==> config.mk <==
export PLATFORM = sky130hd
export DESIGN_NAME = npic_ctrl
export DESIGN_NICKNAME = d
export VERILOG_FILES = /design/src/rtl/npic_pkg.sv /design/src/rtl/npic_ctrl.sv
export SDC_FILE = /design/constraint.sdc
export NUM_CORES = 1
export LEC_CHECK = 0
export ABC_AREA = 1
export BUFFER_PORTS_ARGS = -buffer_cell sky130_fd_sc_hd__clkbuf_2
export CAP_MARGIN = 20
export CORE_ASPECT_RATIO = 1.4
export CORE_UTILIZATION = 58
export CTS_CLUSTER_SIZE = 8
export DETAILED_ROUTE_END_ITERATION = 12
export GPL_ROUTABILITY_DRIVEN = 0
export PLACE_DENSITY = 0.77
export SYNTH_ARGS = -nofsm -noshare
export SYNTH_HDL_FRONTEND = slang
export SYNTH_SLANG_ARGS = --single-unit
export TNS_END_PERCENT = 20
==> constraint.sdc <==
create_clock -name core_clk -period 16 [get_ports core_clk]
set_clock_uncertainty 0.2 [all_clocks]
set_input_delay 0.8 -clock core_clk [delete_from_list [all_inputs] [get_ports core_clk]]
set_output_delay 0.8 -clock core_clk [all_outputs]
set_load 0.02 [all_outputs]
==> src/rtl/npic_pkg.sv <==
// Constants, types and layout of the nested priority interrupt controller
// Assumes an 8-bit core that reports instruction boundaries and returns
package npic_pkg;

   // ==========================================================
   // Register offsets, reset values and read-only bits
   localparam logic [7:0]  ADDR_PRIO0   = 8'h1c;
   localparam logic [7:0]  ADDR_CC      = 8'h20;
   localparam logic [7:0]  ADDR_EXTSEL0 = 8'h21;
   localparam logic [7:0]  ADDR_CFG     = 8'h28;
   localparam logic [7:0]  RST_PRIO     = 8'hff;
   localparam logic [7:0]  RST_CC       = 8'hea;
   localparam logic [7:0]  RST_EXTSEL   = 8'h00;
   localparam logic [7:0]  RST_CFG      = 8'h00;
   localparam logic [7:0]  PRIO3_RO     = 8'hf0;

   // ==========================================================
   // Condition code and configuration fields
   localparam int          CC_HI        = 5;
   localparam int          CC_LO        = 3;
   localparam logic [7:0]  CC_FIXED     = 8'hc0;
   localparam logic [7:0]  CC_PRIO_MASK = 8'h28;
   localparam int          CFG_NMI_RISE = 7;

   // ==========================================================
   // Level codes
   localparam logic [1:0]  CODE_L0      = 2'h2;
   localparam logic [1:0]  CODE_L1      = 2'h1;
   localparam logic [1:0]  CODE_L2      = 2'h0;
   localparam logic [1:0]  CODE_L3      = 2'h3;

   // ==========================================================
   // Vectors and source classes
   localparam logic [15:0] VEC_RESET    = 16'hfffe;
   localparam logic [15:0] VEC_TRAP     = 16'hfffc;
   localparam logic [15:0] VEC_BASE     = 16'hfffa;
   localparam logic [15:0] VEC_FLOOR    = 16'hffe0;
   localparam logic [15:0] PERIPH_MASK  = 16'h3f40;
   localparam logic [15:0] HALT_WAKE    = 16'h007f;

   // ==========================================================
   // Types
   typedef enum logic [1:0] {PWR_RUN, PWR_WAIT, PWR_HALT} npic_pwr_t;

   typedef struct packed {
      logic        wr;
      logic        rd;
      logic [7:0]  addr;
      logic [7:0]  data;
   } npic_bus_t;

   typedef struct packed {
      logic        take;
      logic        stack;
      logic [15:0] vecAddr;
      logic [1:0]  code;
   } npic_entry_t;

endpackage

==> src/rtl/npic_ctrl.sv <==
// Nested priority interrupt controller: arbitration, entry, return, wake
// Assumes the core stacks and fetches as told by the entry strobe
//
// Our own choices: the placing of the registers and the strobed register port.
`timescale 1ns/1ns
module npic_ctrl #(
   parameter int NUM_VEC = 14,
   parameter int NUM_EXT = 5,
   parameter int EXT_W   = 8
) (
   // Clock and reset
   input  logic                     core_clk,
   input  logic                     reset_n,
   // Register port
   input  npic_pkg::npic_bus_t      bus,
   output logic [7:0]               rdData_r,
   // Core handshake
   input  logic                     instrEnd,
   input  logic                     trapExec,
   input  logic                     waitEnter,
   input  logic                     haltEnter,
   input  logic                     iretDone,
   input  logic [7:0]               poppedCc,
   output npic_pkg::npic_entry_t    entry_r,
   output logic [7:0]               cc_r,
   output npic_pkg::npic_pwr_t      pwr_r,
   // Pins
   input  logic                     nmiPin,
   input  logic [NUM_EXT*EXT_W-1:0] extPins,
   // Peripherals
   input  logic [NUM_VEC-1:0]       periphFlag,
   input  logic [NUM_VEC-1:0]       periphEn,
   input  logic [NUM_VEC-1:0]       periphClr
);

   localparam int IN_W = NUM_EXT * EXT_W + 1;

   if (NUM_VEC > 16 || NUM_VEC < NUM_EXT + 2 || EXT_W > 8 || EXT_W < 1)
   begin : g_bad_params
      $error("npic_ctrl: unsupported vector or pin counts");
   end

   // ==========================================================
   // Level code helpers
   function automatic logic [1:0] lvlOf(input logic [1:0] code);
      case (code)
         npic_pkg::CODE_L0: lvlOf = 2'h0;
         npic_pkg::CODE_L1: lvlOf = 2'h1;
         npic_pkg::CODE_L2: lvlOf = 2'h2;
         default:           lvlOf = 2'h3;
      endcase
   endfunction

   function automatic logic [1:0] codeOf(input logic [1:0] lvl);
      case (lvl)
         2'h0:    codeOf = npic_pkg::CODE_L0;
         2'h1:    codeOf = npic_pkg::CODE_L1;
         2'h2:    codeOf = npic_pkg::CODE_L2;
         default: codeOf = npic_pkg::CODE_L3;
      endcase
   endfunction

   function automatic logic [7:0] keepL0(input logic [7:0] old,
                                         input logic [7:0] wr);
      logic [7:0] res;
      res = wr;
      for (int i = 0; i < 4; i++) begin
         if (wr[2*i +: 2] == npic_pkg::CODE_L0) begin
            res[2*i +: 2] = old[2*i +: 2];
         end
      end
      return res;
   endfunction

   function automatic logic [7:0] setLvl(input logic [7:0] cc,
                                         input logic [1:0] code);
      logic [7:0] res;
      res = cc;
      res[npic_pkg::CC_HI] = code[1];
      res[npic_pkg::CC_LO] = code[0];
      return res;
   endfunction

   // ==========================================================
   // State
   logic [3:0][7:0]         prio_r;
   logic [NUM_EXT-1:0][7:0] extSel_r;
   logic [7:0]              cfg_r;
   logic [IN_W-1:0]         s1_r;
   logic [IN_W-1:0]         s2_r;
   logic [IN_W-1:0]         s3_r;
   logic [IN_W-1:0]         stab_r;
   logic [IN_W-1:0]         stabPrev_r;
   logic [NUM_EXT-1:0]      extLinePrev_r;
   logic [NUM_VEC-1:0]      pend_r;
   logic                    trapPend_r;
   logic                    resetPend_r;

   // ==========================================================
   // Register decode
   logic [7:0]  selOff;
   logic        hitPrio;
   logic        hitCc;
   logic        hitSel;
   logic        hitCfg;
   logic [1:0]  prioIdx;
   logic [7:0]  prioWr;
   logic [7:0]  rdSel;

   assign selOff  = bus.addr - npic_pkg::ADDR_EXTSEL0;
   assign hitPrio = bus.addr[7:2] == npic_pkg::ADDR_PRIO0[7:2];
   assign hitCc   = bus.addr == npic_pkg::ADDR_CC;
   assign hitSel  = selOff < 8'(NUM_EXT);
   assign hitCfg  = bus.addr == npic_pkg::ADDR_CFG;
   assign prioIdx = bus.addr[1:0];
   assign prioWr  = keepL0(prio_r[prioIdx], bus.data)
                  | ((prioIdx == 2'h3) ? npic_pkg::PRIO3_RO : 8'h00);
   assign rdSel   = hitPrio ? prio_r[prioIdx] :
                    hitCc   ? cc_r :
                    hitSel  ? extSel_r[selOff[2:0]] :
                    hitCfg  ? cfg_r : 8'h00;

   always_ff @(posedge core_clk or negedge reset_n) begin
      if (!reset_n) begin
         prio_r   <= {4{npic_pkg::RST_PRIO}};
         extSel_r <= {NUM_EXT{npic_pkg::RST_EXTSEL}};
         cfg_r    <= npic_pkg::RST_CFG;
         rdData_r <= 8'h00;
      end else begin
         rdData_r <= bus.rd ? rdSel : 8'h00;
         if (bus.wr && hitPrio) begin
            prio_r[prioIdx] <= prioWr;
         end
         if (bus.wr && hitSel) begin
            extSel_r[selOff[2:0]] <= bus.data;
         end
         if (bus.wr && hitCfg) begin
            cfg_r <= bus.data;
         end
      end
   end

   // ==========================================================
   // Pin synchronisers and edge detection
   logic [IN_W-1:0]    agree;
   logic [IN_W-1:0]    stabNxt;
   logic [NUM_EXT-1:0] extLine;
   logic [NUM_EXT-1:0] extRise;
   logic               nmiNow;
   logic               nmiOld;
   logic               nmiEdge;

   assign agree   = s2_r ~^ s3_r;
   assign stabNxt = (agree & s3_r) | (~agree & stab_r);
   assign nmiNow  = stab_r[IN_W-1];
   assign nmiOld  = stabPrev_r[IN_W-1];
   assign nmiEdge = cfg_r[npic_pkg::CFG_NMI_RISE] ? (nmiNow & ~nmiOld)
                                                  : (~nmiNow & nmiOld);

   for (genvar g = 0; g < NUM_EXT; g++) begin : g_ext
      assign extLine[g] = |(stab_r[g*EXT_W +: EXT_W]
                          & extSel_r[g][EXT_W-1:0]);
   end
   assign extRise = extLine & ~extLinePrev_r;

   always_ff @(posedge core_clk or negedge reset_n) begin
      if (!reset_n) begin
         s1_r          <= '0;
         s2_r          <= '0;
         s3_r          <= '0;
         stab_r        <= '0;
         stabPrev_r    <= '0;
         extLinePrev_r <= '0;
      end else begin
         s1_r          <= {nmiPin, extPins};
         s2_r          <= s1_r;
         s3_r          <= s2_r;
         stab_r        <= stabNxt;
         stabPrev_r    <= stab_r;
         extLinePrev_r <= extLine;
      end
   end

   // ==========================================================
   // Request latching and candidates
   logic [NUM_VEC-1:0] perMask;
   logic [NUM_VEC-1:0] wakeMask;
   logic [NUM_VEC-1:0] enMask;
   logic [NUM_VEC-1:0] setVec;
   logic [NUM_VEC-1:0] reqVec;
   logic [NUM_VEC-1:0] cand;
   logic [NUM_VEC-1:0] takeHot;
   logic [NUM_VEC-1:0] pendNxt;
   logic [1:0]         vecLvl [NUM_VEC];
   logic [1:0]         curLvl;
   logic               halted;

   assign perMask  = npic_pkg::PERIPH_MASK[NUM_VEC-1:0];
   assign wakeMask = npic_pkg::HALT_WAKE[NUM_VEC-1:0];
   assign enMask   = perMask | NUM_VEC'({cfg_r[NUM_EXT-1:0], 1'b1});
   assign setVec   = NUM_VEC'({extRise, nmiEdge})
                   | (periphFlag & periphEn & perMask);
   assign reqVec   = pend_r & (~perMask | (periphFlag & periphEn));
   assign curLvl   = lvlOf({cc_r[npic_pkg::CC_HI], cc_r[npic_pkg::CC_LO]});
   assign halted   = pwr_r == npic_pkg::PWR_HALT;
   assign pendNxt  = setVec
                   | (pend_r & ~(takeHot | (periphClr & perMask)));

   for (genvar v = 0; v < NUM_VEC; v++) begin : g_vec
      assign vecLvl[v] = lvlOf(prio_r[v/4][(v%4)*2 +: 2]);
      assign cand[v]   = reqVec[v] & enMask[v]
                       & (vecLvl[v] > curLvl)
                       & (~halted | wakeMask[v]);
   end

   // ==========================================================
   // Arbitration
   logic [3:0]  winIdx;
   logic [1:0]  winLvl;
   logic        winAny;
   logic        rstWin;
   logic        trapWin;
   logic        nmiWin;
   logic        maskWin;
   logic        winValid;
   logic        take;
   logic [15:0] winAddr;
   logic [1:0]  winCode;

   always_comb begin
      winIdx = 4'h0;
      winLvl = 2'h0;
      winAny = 1'b0;
      for (int v = NUM_VEC - 1; v >= 1; v--) begin
         if (cand[v] && (!winAny || vecLvl[v] >= winLvl)) begin
            winAny = 1'b1;
            winLvl = vecLvl[v];
            winIdx = 4'(v);
         end
      end
   end

   assign rstWin   = resetPend_r;
   assign trapWin  = ~rstWin & trapPend_r;
   assign nmiWin   = ~rstWin & ~trapWin & reqVec[0];
   assign maskWin  = ~rstWin & ~trapWin & ~nmiWin & winAny;
   assign winValid = rstWin | trapWin | nmiWin | maskWin;
   assign take     = winValid & (instrEnd | rstWin
                   | (pwr_r != npic_pkg::PWR_RUN));
   assign winAddr  = rstWin  ? npic_pkg::VEC_RESET :
                     trapWin ? npic_pkg::VEC_TRAP :
                     nmiWin  ? npic_pkg::VEC_BASE :
                     npic_pkg::VEC_BASE - {11'h000, winIdx, 1'b0};
   assign winCode  = maskWin ? codeOf(winLvl) : npic_pkg::CODE_L3;
   assign takeHot  = (take & (maskWin | nmiWin))
                   ? NUM_VEC'(1) << (nmiWin ? 4'h0 : winIdx) : '0;

   always_ff @(posedge core_clk or negedge reset_n) begin
      if (!reset_n) begin
         pend_r      <= '0;
         trapPend_r  <= 1'b0;
         resetPend_r <= 1'b1;
      end else begin
         pend_r      <= pendNxt;
         trapPend_r  <= trapExec | (trapPend_r & ~(take & trapWin));
         resetPend_r <= resetPend_r & ~take;
      end
   end

   // ==========================================================
   // Entry, return and power state
   logic [7:0]            ccNxt;
   npic_pkg::npic_pwr_t   pwrNxt;
   npic_pkg::npic_entry_t entryNxt;

   assign ccNxt = take ? setLvl(cc_r, winCode) :
                  iretDone ? (poppedCc | npic_pkg::CC_FIXED) :
                  (bus.wr && hitCc) ? (bus.data | npic_pkg::CC_FIXED) :
                  (waitEnter | haltEnter) ? setLvl(cc_r, npic_pkg::CODE_L0)
                  : cc_r;
   assign entryNxt = take ? npic_pkg::npic_entry_t'{take: 1'b1, stack: ~rstWin,
                              vecAddr: winAddr, code: winCode} : '0;

   always_comb begin
      pwrNxt = pwr_r;
      case (pwr_r)
         npic_pkg::PWR_RUN: begin
            if (waitEnter) begin
               pwrNxt = npic_pkg::PWR_WAIT;
            end else if (haltEnter) begin
               pwrNxt = npic_pkg::PWR_HALT;
            end
         end
         npic_pkg::PWR_WAIT,
         npic_pkg::PWR_HALT: begin
            if (take) begin
               pwrNxt = npic_pkg::PWR_RUN;
            end
         end
         default: pwrNxt = npic_pkg::PWR_RUN;
      endcase
   end

   always_ff @(posedge core_clk or negedge reset_n) begin
      if (!reset_n) begin
         cc_r    <= npic_pkg::RST_CC;
         pwr_r   <= npic_pkg::PWR_RUN;
         entry_r <= '0;
      end else begin
         cc_r    <= ccNxt;
         pwr_r   <= pwrNxt;
         entry_r <= entryNxt;
      end
   end
endmodule

==> impl_metrics.yaml <==
synth:
  synth_most_common_cell: "nand2_1"
  synth_seq_cells: 291
  synth.top_cells.by_count: "nand2_1, dfrtp_1, inv_1"
  yosysSeqAreaShare: 0.564
  synth-compound-area-share: 0.117
  synth_area_leader_cell: "dfrtp_1"
  synth-edff-count: 0
  syn_inst: 1294
  yosysWarnings: 0
  synth.distinct_cells: 55
  synthFlopType: "dfrtp_1"
  synth_area_sq_um: 13000
  yosys.area_share.simple: 0.159
  async_flop_share: 1.00
  synth-adder-area-share: 0.106
  synthXorXnorAreaFrac: 0.000674
  synth_top_family_by_area: "simple AND/OR/NAND/NOR gates"
  synth_area_leaders: "dfrtp_1, nand2_1, dfstp_2"
  synthDominantCellAreaShare: 0.489
  syn_area_per_cell_sq_um: 10.0
  synthMuxAreaShare: 0
clock_tree:
  cts_buffers: 42
  clk_pin_slew_ns: 0.05
  root_buffer: "clkbuf_16"
  clkLatencyLatePin_ns: 0.54
  htreeDepth: 2
  cts_buffer_depth: 3
  hold_buffers: 0
  post_cts_resized: 0
  cts.sink_count: 291
  tritoncts: "built"
  cts_setup_buffers: 0
finish:
  finalNetCount: 1639
  final_cell_area_sq_um: 15100
  multi_input_area_sq_um: 4980
  area_growth_pct: 16.5
  fillers: 1653
  drive_gt1_frac: 0.195
  fin_util: 0.690
  seq_area_sq_um: 7330
critical_path:
  crit_path_max_incr_delay_ns: 0.60
  critPathLaunch: "cc_r[5]"
  cpMaxStageDelayCell: "dfstp_2"
  cp.required_ns: 16.28
  r2r_setup_slack_ns: 1.77
  rr_worst_depth: 97
  worst_path_dominant_cell_family: "simple AND/OR/NAND/NOR gates"
  regToRegEndpoint: "pend_r[3]"
  worst-path-stages: 97
  path_class: "flip-flop to flip-flop"
  worstSetupEndpoint: "pend_r[3]"
  crit_buf_inv: 15
  path_common_cell: "nand2_1"
  startpoint_type: "flip-flop"
  r2r-start: "cc_r[5]"
  cp_max_fo: 12
  crit_arrival_ns: 14.51
  cp-end-kind: "flip-flop"
status:
  outcome: "finished, final reports clean"
sta:
  hold_viol: 0
  rsz0062_at_grt: "no"
  fin_crit_sh: 0.889
  slew_headroom: 0.361
  slew_violations: 0
  finalWorstSetupSlack_ns: 1.77
  worstMarginPinSlew_ns: 0.955
  max_freq_mhz: 70.3
  period_needed_ns: 14.23
  setup_violations: 0
  finalSetupTns_ns: 0
floorplanning:
  start_util: 0.592
  die_y_um: 179
  core-area_sq_um: 21900
  io_pins: 154
  die-area_sq_um: 23000
  rows: 64
  die_x_um: 129
power_and_ir_drop:
  finalPower_w: 0.00209
  p_clk_frac: 0.377
  p_per_area_nw_per_um2: 138
  ir_worst_vdd_mv: 0.104
  swShare: 0.306
  switchingPower_w: 0.000640
  comb_power_share: 0.215
  p_leak_nw: 7.37
  pwr-share-seq: 0.408
  p_int_w: 0.00145
route:
  wl_mm: 30.8
  drc: 0
  drtIter0Drc: 736
  vias_per_cell: 5.50
  dr.pass1.iters: 5
  antenna_left: 0
  num_vias: 9670
  wire_per_inst_um: 17.5
global_routing:
  grt_max_degree: 114
  antenna_found_initial: 0
  gr-total-overflow: 0
  grt_pass1_wl_mm: 48.7
  grt_pass1_vias: 9870
  grtUsageTotal: 0.280
placement:
  place_area_sq_um: 13900
  pre_cts_ws_ns: 1.94
  portBuffers: 129
  hpwl_mm: 21.8
min_path:
  worstHoldPathType: "primary input to async pin"
run:
  maxCapViolCount: 0
## cell type report
| cell class | instances | area share |
|---|---|---|
| well taps | 297 | 0.0245 |
| multi-input cells | 832 | 0.329 |
| repair buffers | 136 | 0.0494 |
| clock inverters | 3 | 0.00363 |
| flip-flops and latches | 291 | 0.484 |
| diodes | 1 | 0.000165 |
| clock buffers | 55 | 0.0740 |
| inverters | 143 | 0.0355 |
## per-stage QoR
stage               std cells  hold slack [ns]
global route             1757            0.146
global placement         1696            0.131
finish                   1758            0.142
CTS                      1754            0.144
floorplan                1295            0.131
detailed placement       1696            0.135
## placed cells by master (no fill, tap or decap), types with 3 or more instances in the layout
cell / n
o211ai_1: 5
ha_1: 77
nand3_2: 8
nand4_1: 4
dfstp_2: 37
a221oi_1: 11
clkbuf_1: 12
clkbuf_2: 128
a211oi_1: 9
o21bai_1: 3
o22ai_1: 9
nand2_4: 6
inv_2: 4
o21ai_1: 12
nor3_1: 13
nor2_2: 3
inv_1: 133
nand2_2: 9
or2_1: 3
buf_4: 4
nand3b_1: 8
o21a_1: 8
a22o_1: 3
or2_2: 15
maj3_1: 41
clkbuf_16: 43
a31oi_1: 6
dfrtp_1: 254
clkinv_1: 5
nand3_1: 45
a21oi_1: 55
nand2_1: 271
nor2_1: 64
o21ai_0: 110
o221ai_1: 3
o21ai_2: 4
## worst min-delay path by stage
stage	endpoint	slack [ns]
6_report	s3_r[12]	0.14
5_1_grt	s2_r[5]	0.15
4_1_cts	s2_r[23]	0.14
3_5_place_dp	s2_r[23]	0.13
3_3_place_gp	s2_r[38]	0.13
2_1_floorplan	s2_r[0]	0.13
## power by group through the flow
stage                     combinational (W)  clock, W  sequential [W]
final                              0.000449  0.000787        0.000852
after global routing               0.000505  0.000833        0.000857
after CTS                          0.000448  0.000801        0.000852
after detailed placement           0.000444         0        0.000861
after global placement             0.000430         0        0.000857
after floorplan                    0.000300         0        0.000865
## per-layer routing
metal | GRT usage | share of wire | vias to the layer above
met1 | 0.302 | 0.37 | 4600
met2 | 0.500 | 0.52 | 355
met3 | 0.0454 | 0.048 | 122
met5 | 0 | 0 | -
met4 | 0.193 | 0.065 | 0
li1 | - | - | 4593
## cell families (layout without fill, tap and decap cells)
family | count (synthesis) | in the layout
simple gates | 459 | 459
flops | 291 | 291
compound gates | 252 | 252
buf+inv | 172 | 337
fa+ha+maj | 118 | 118
other cells | 1 | 3
xor+xnor | 1 | 1
Power figures use the tool's default switching activity.
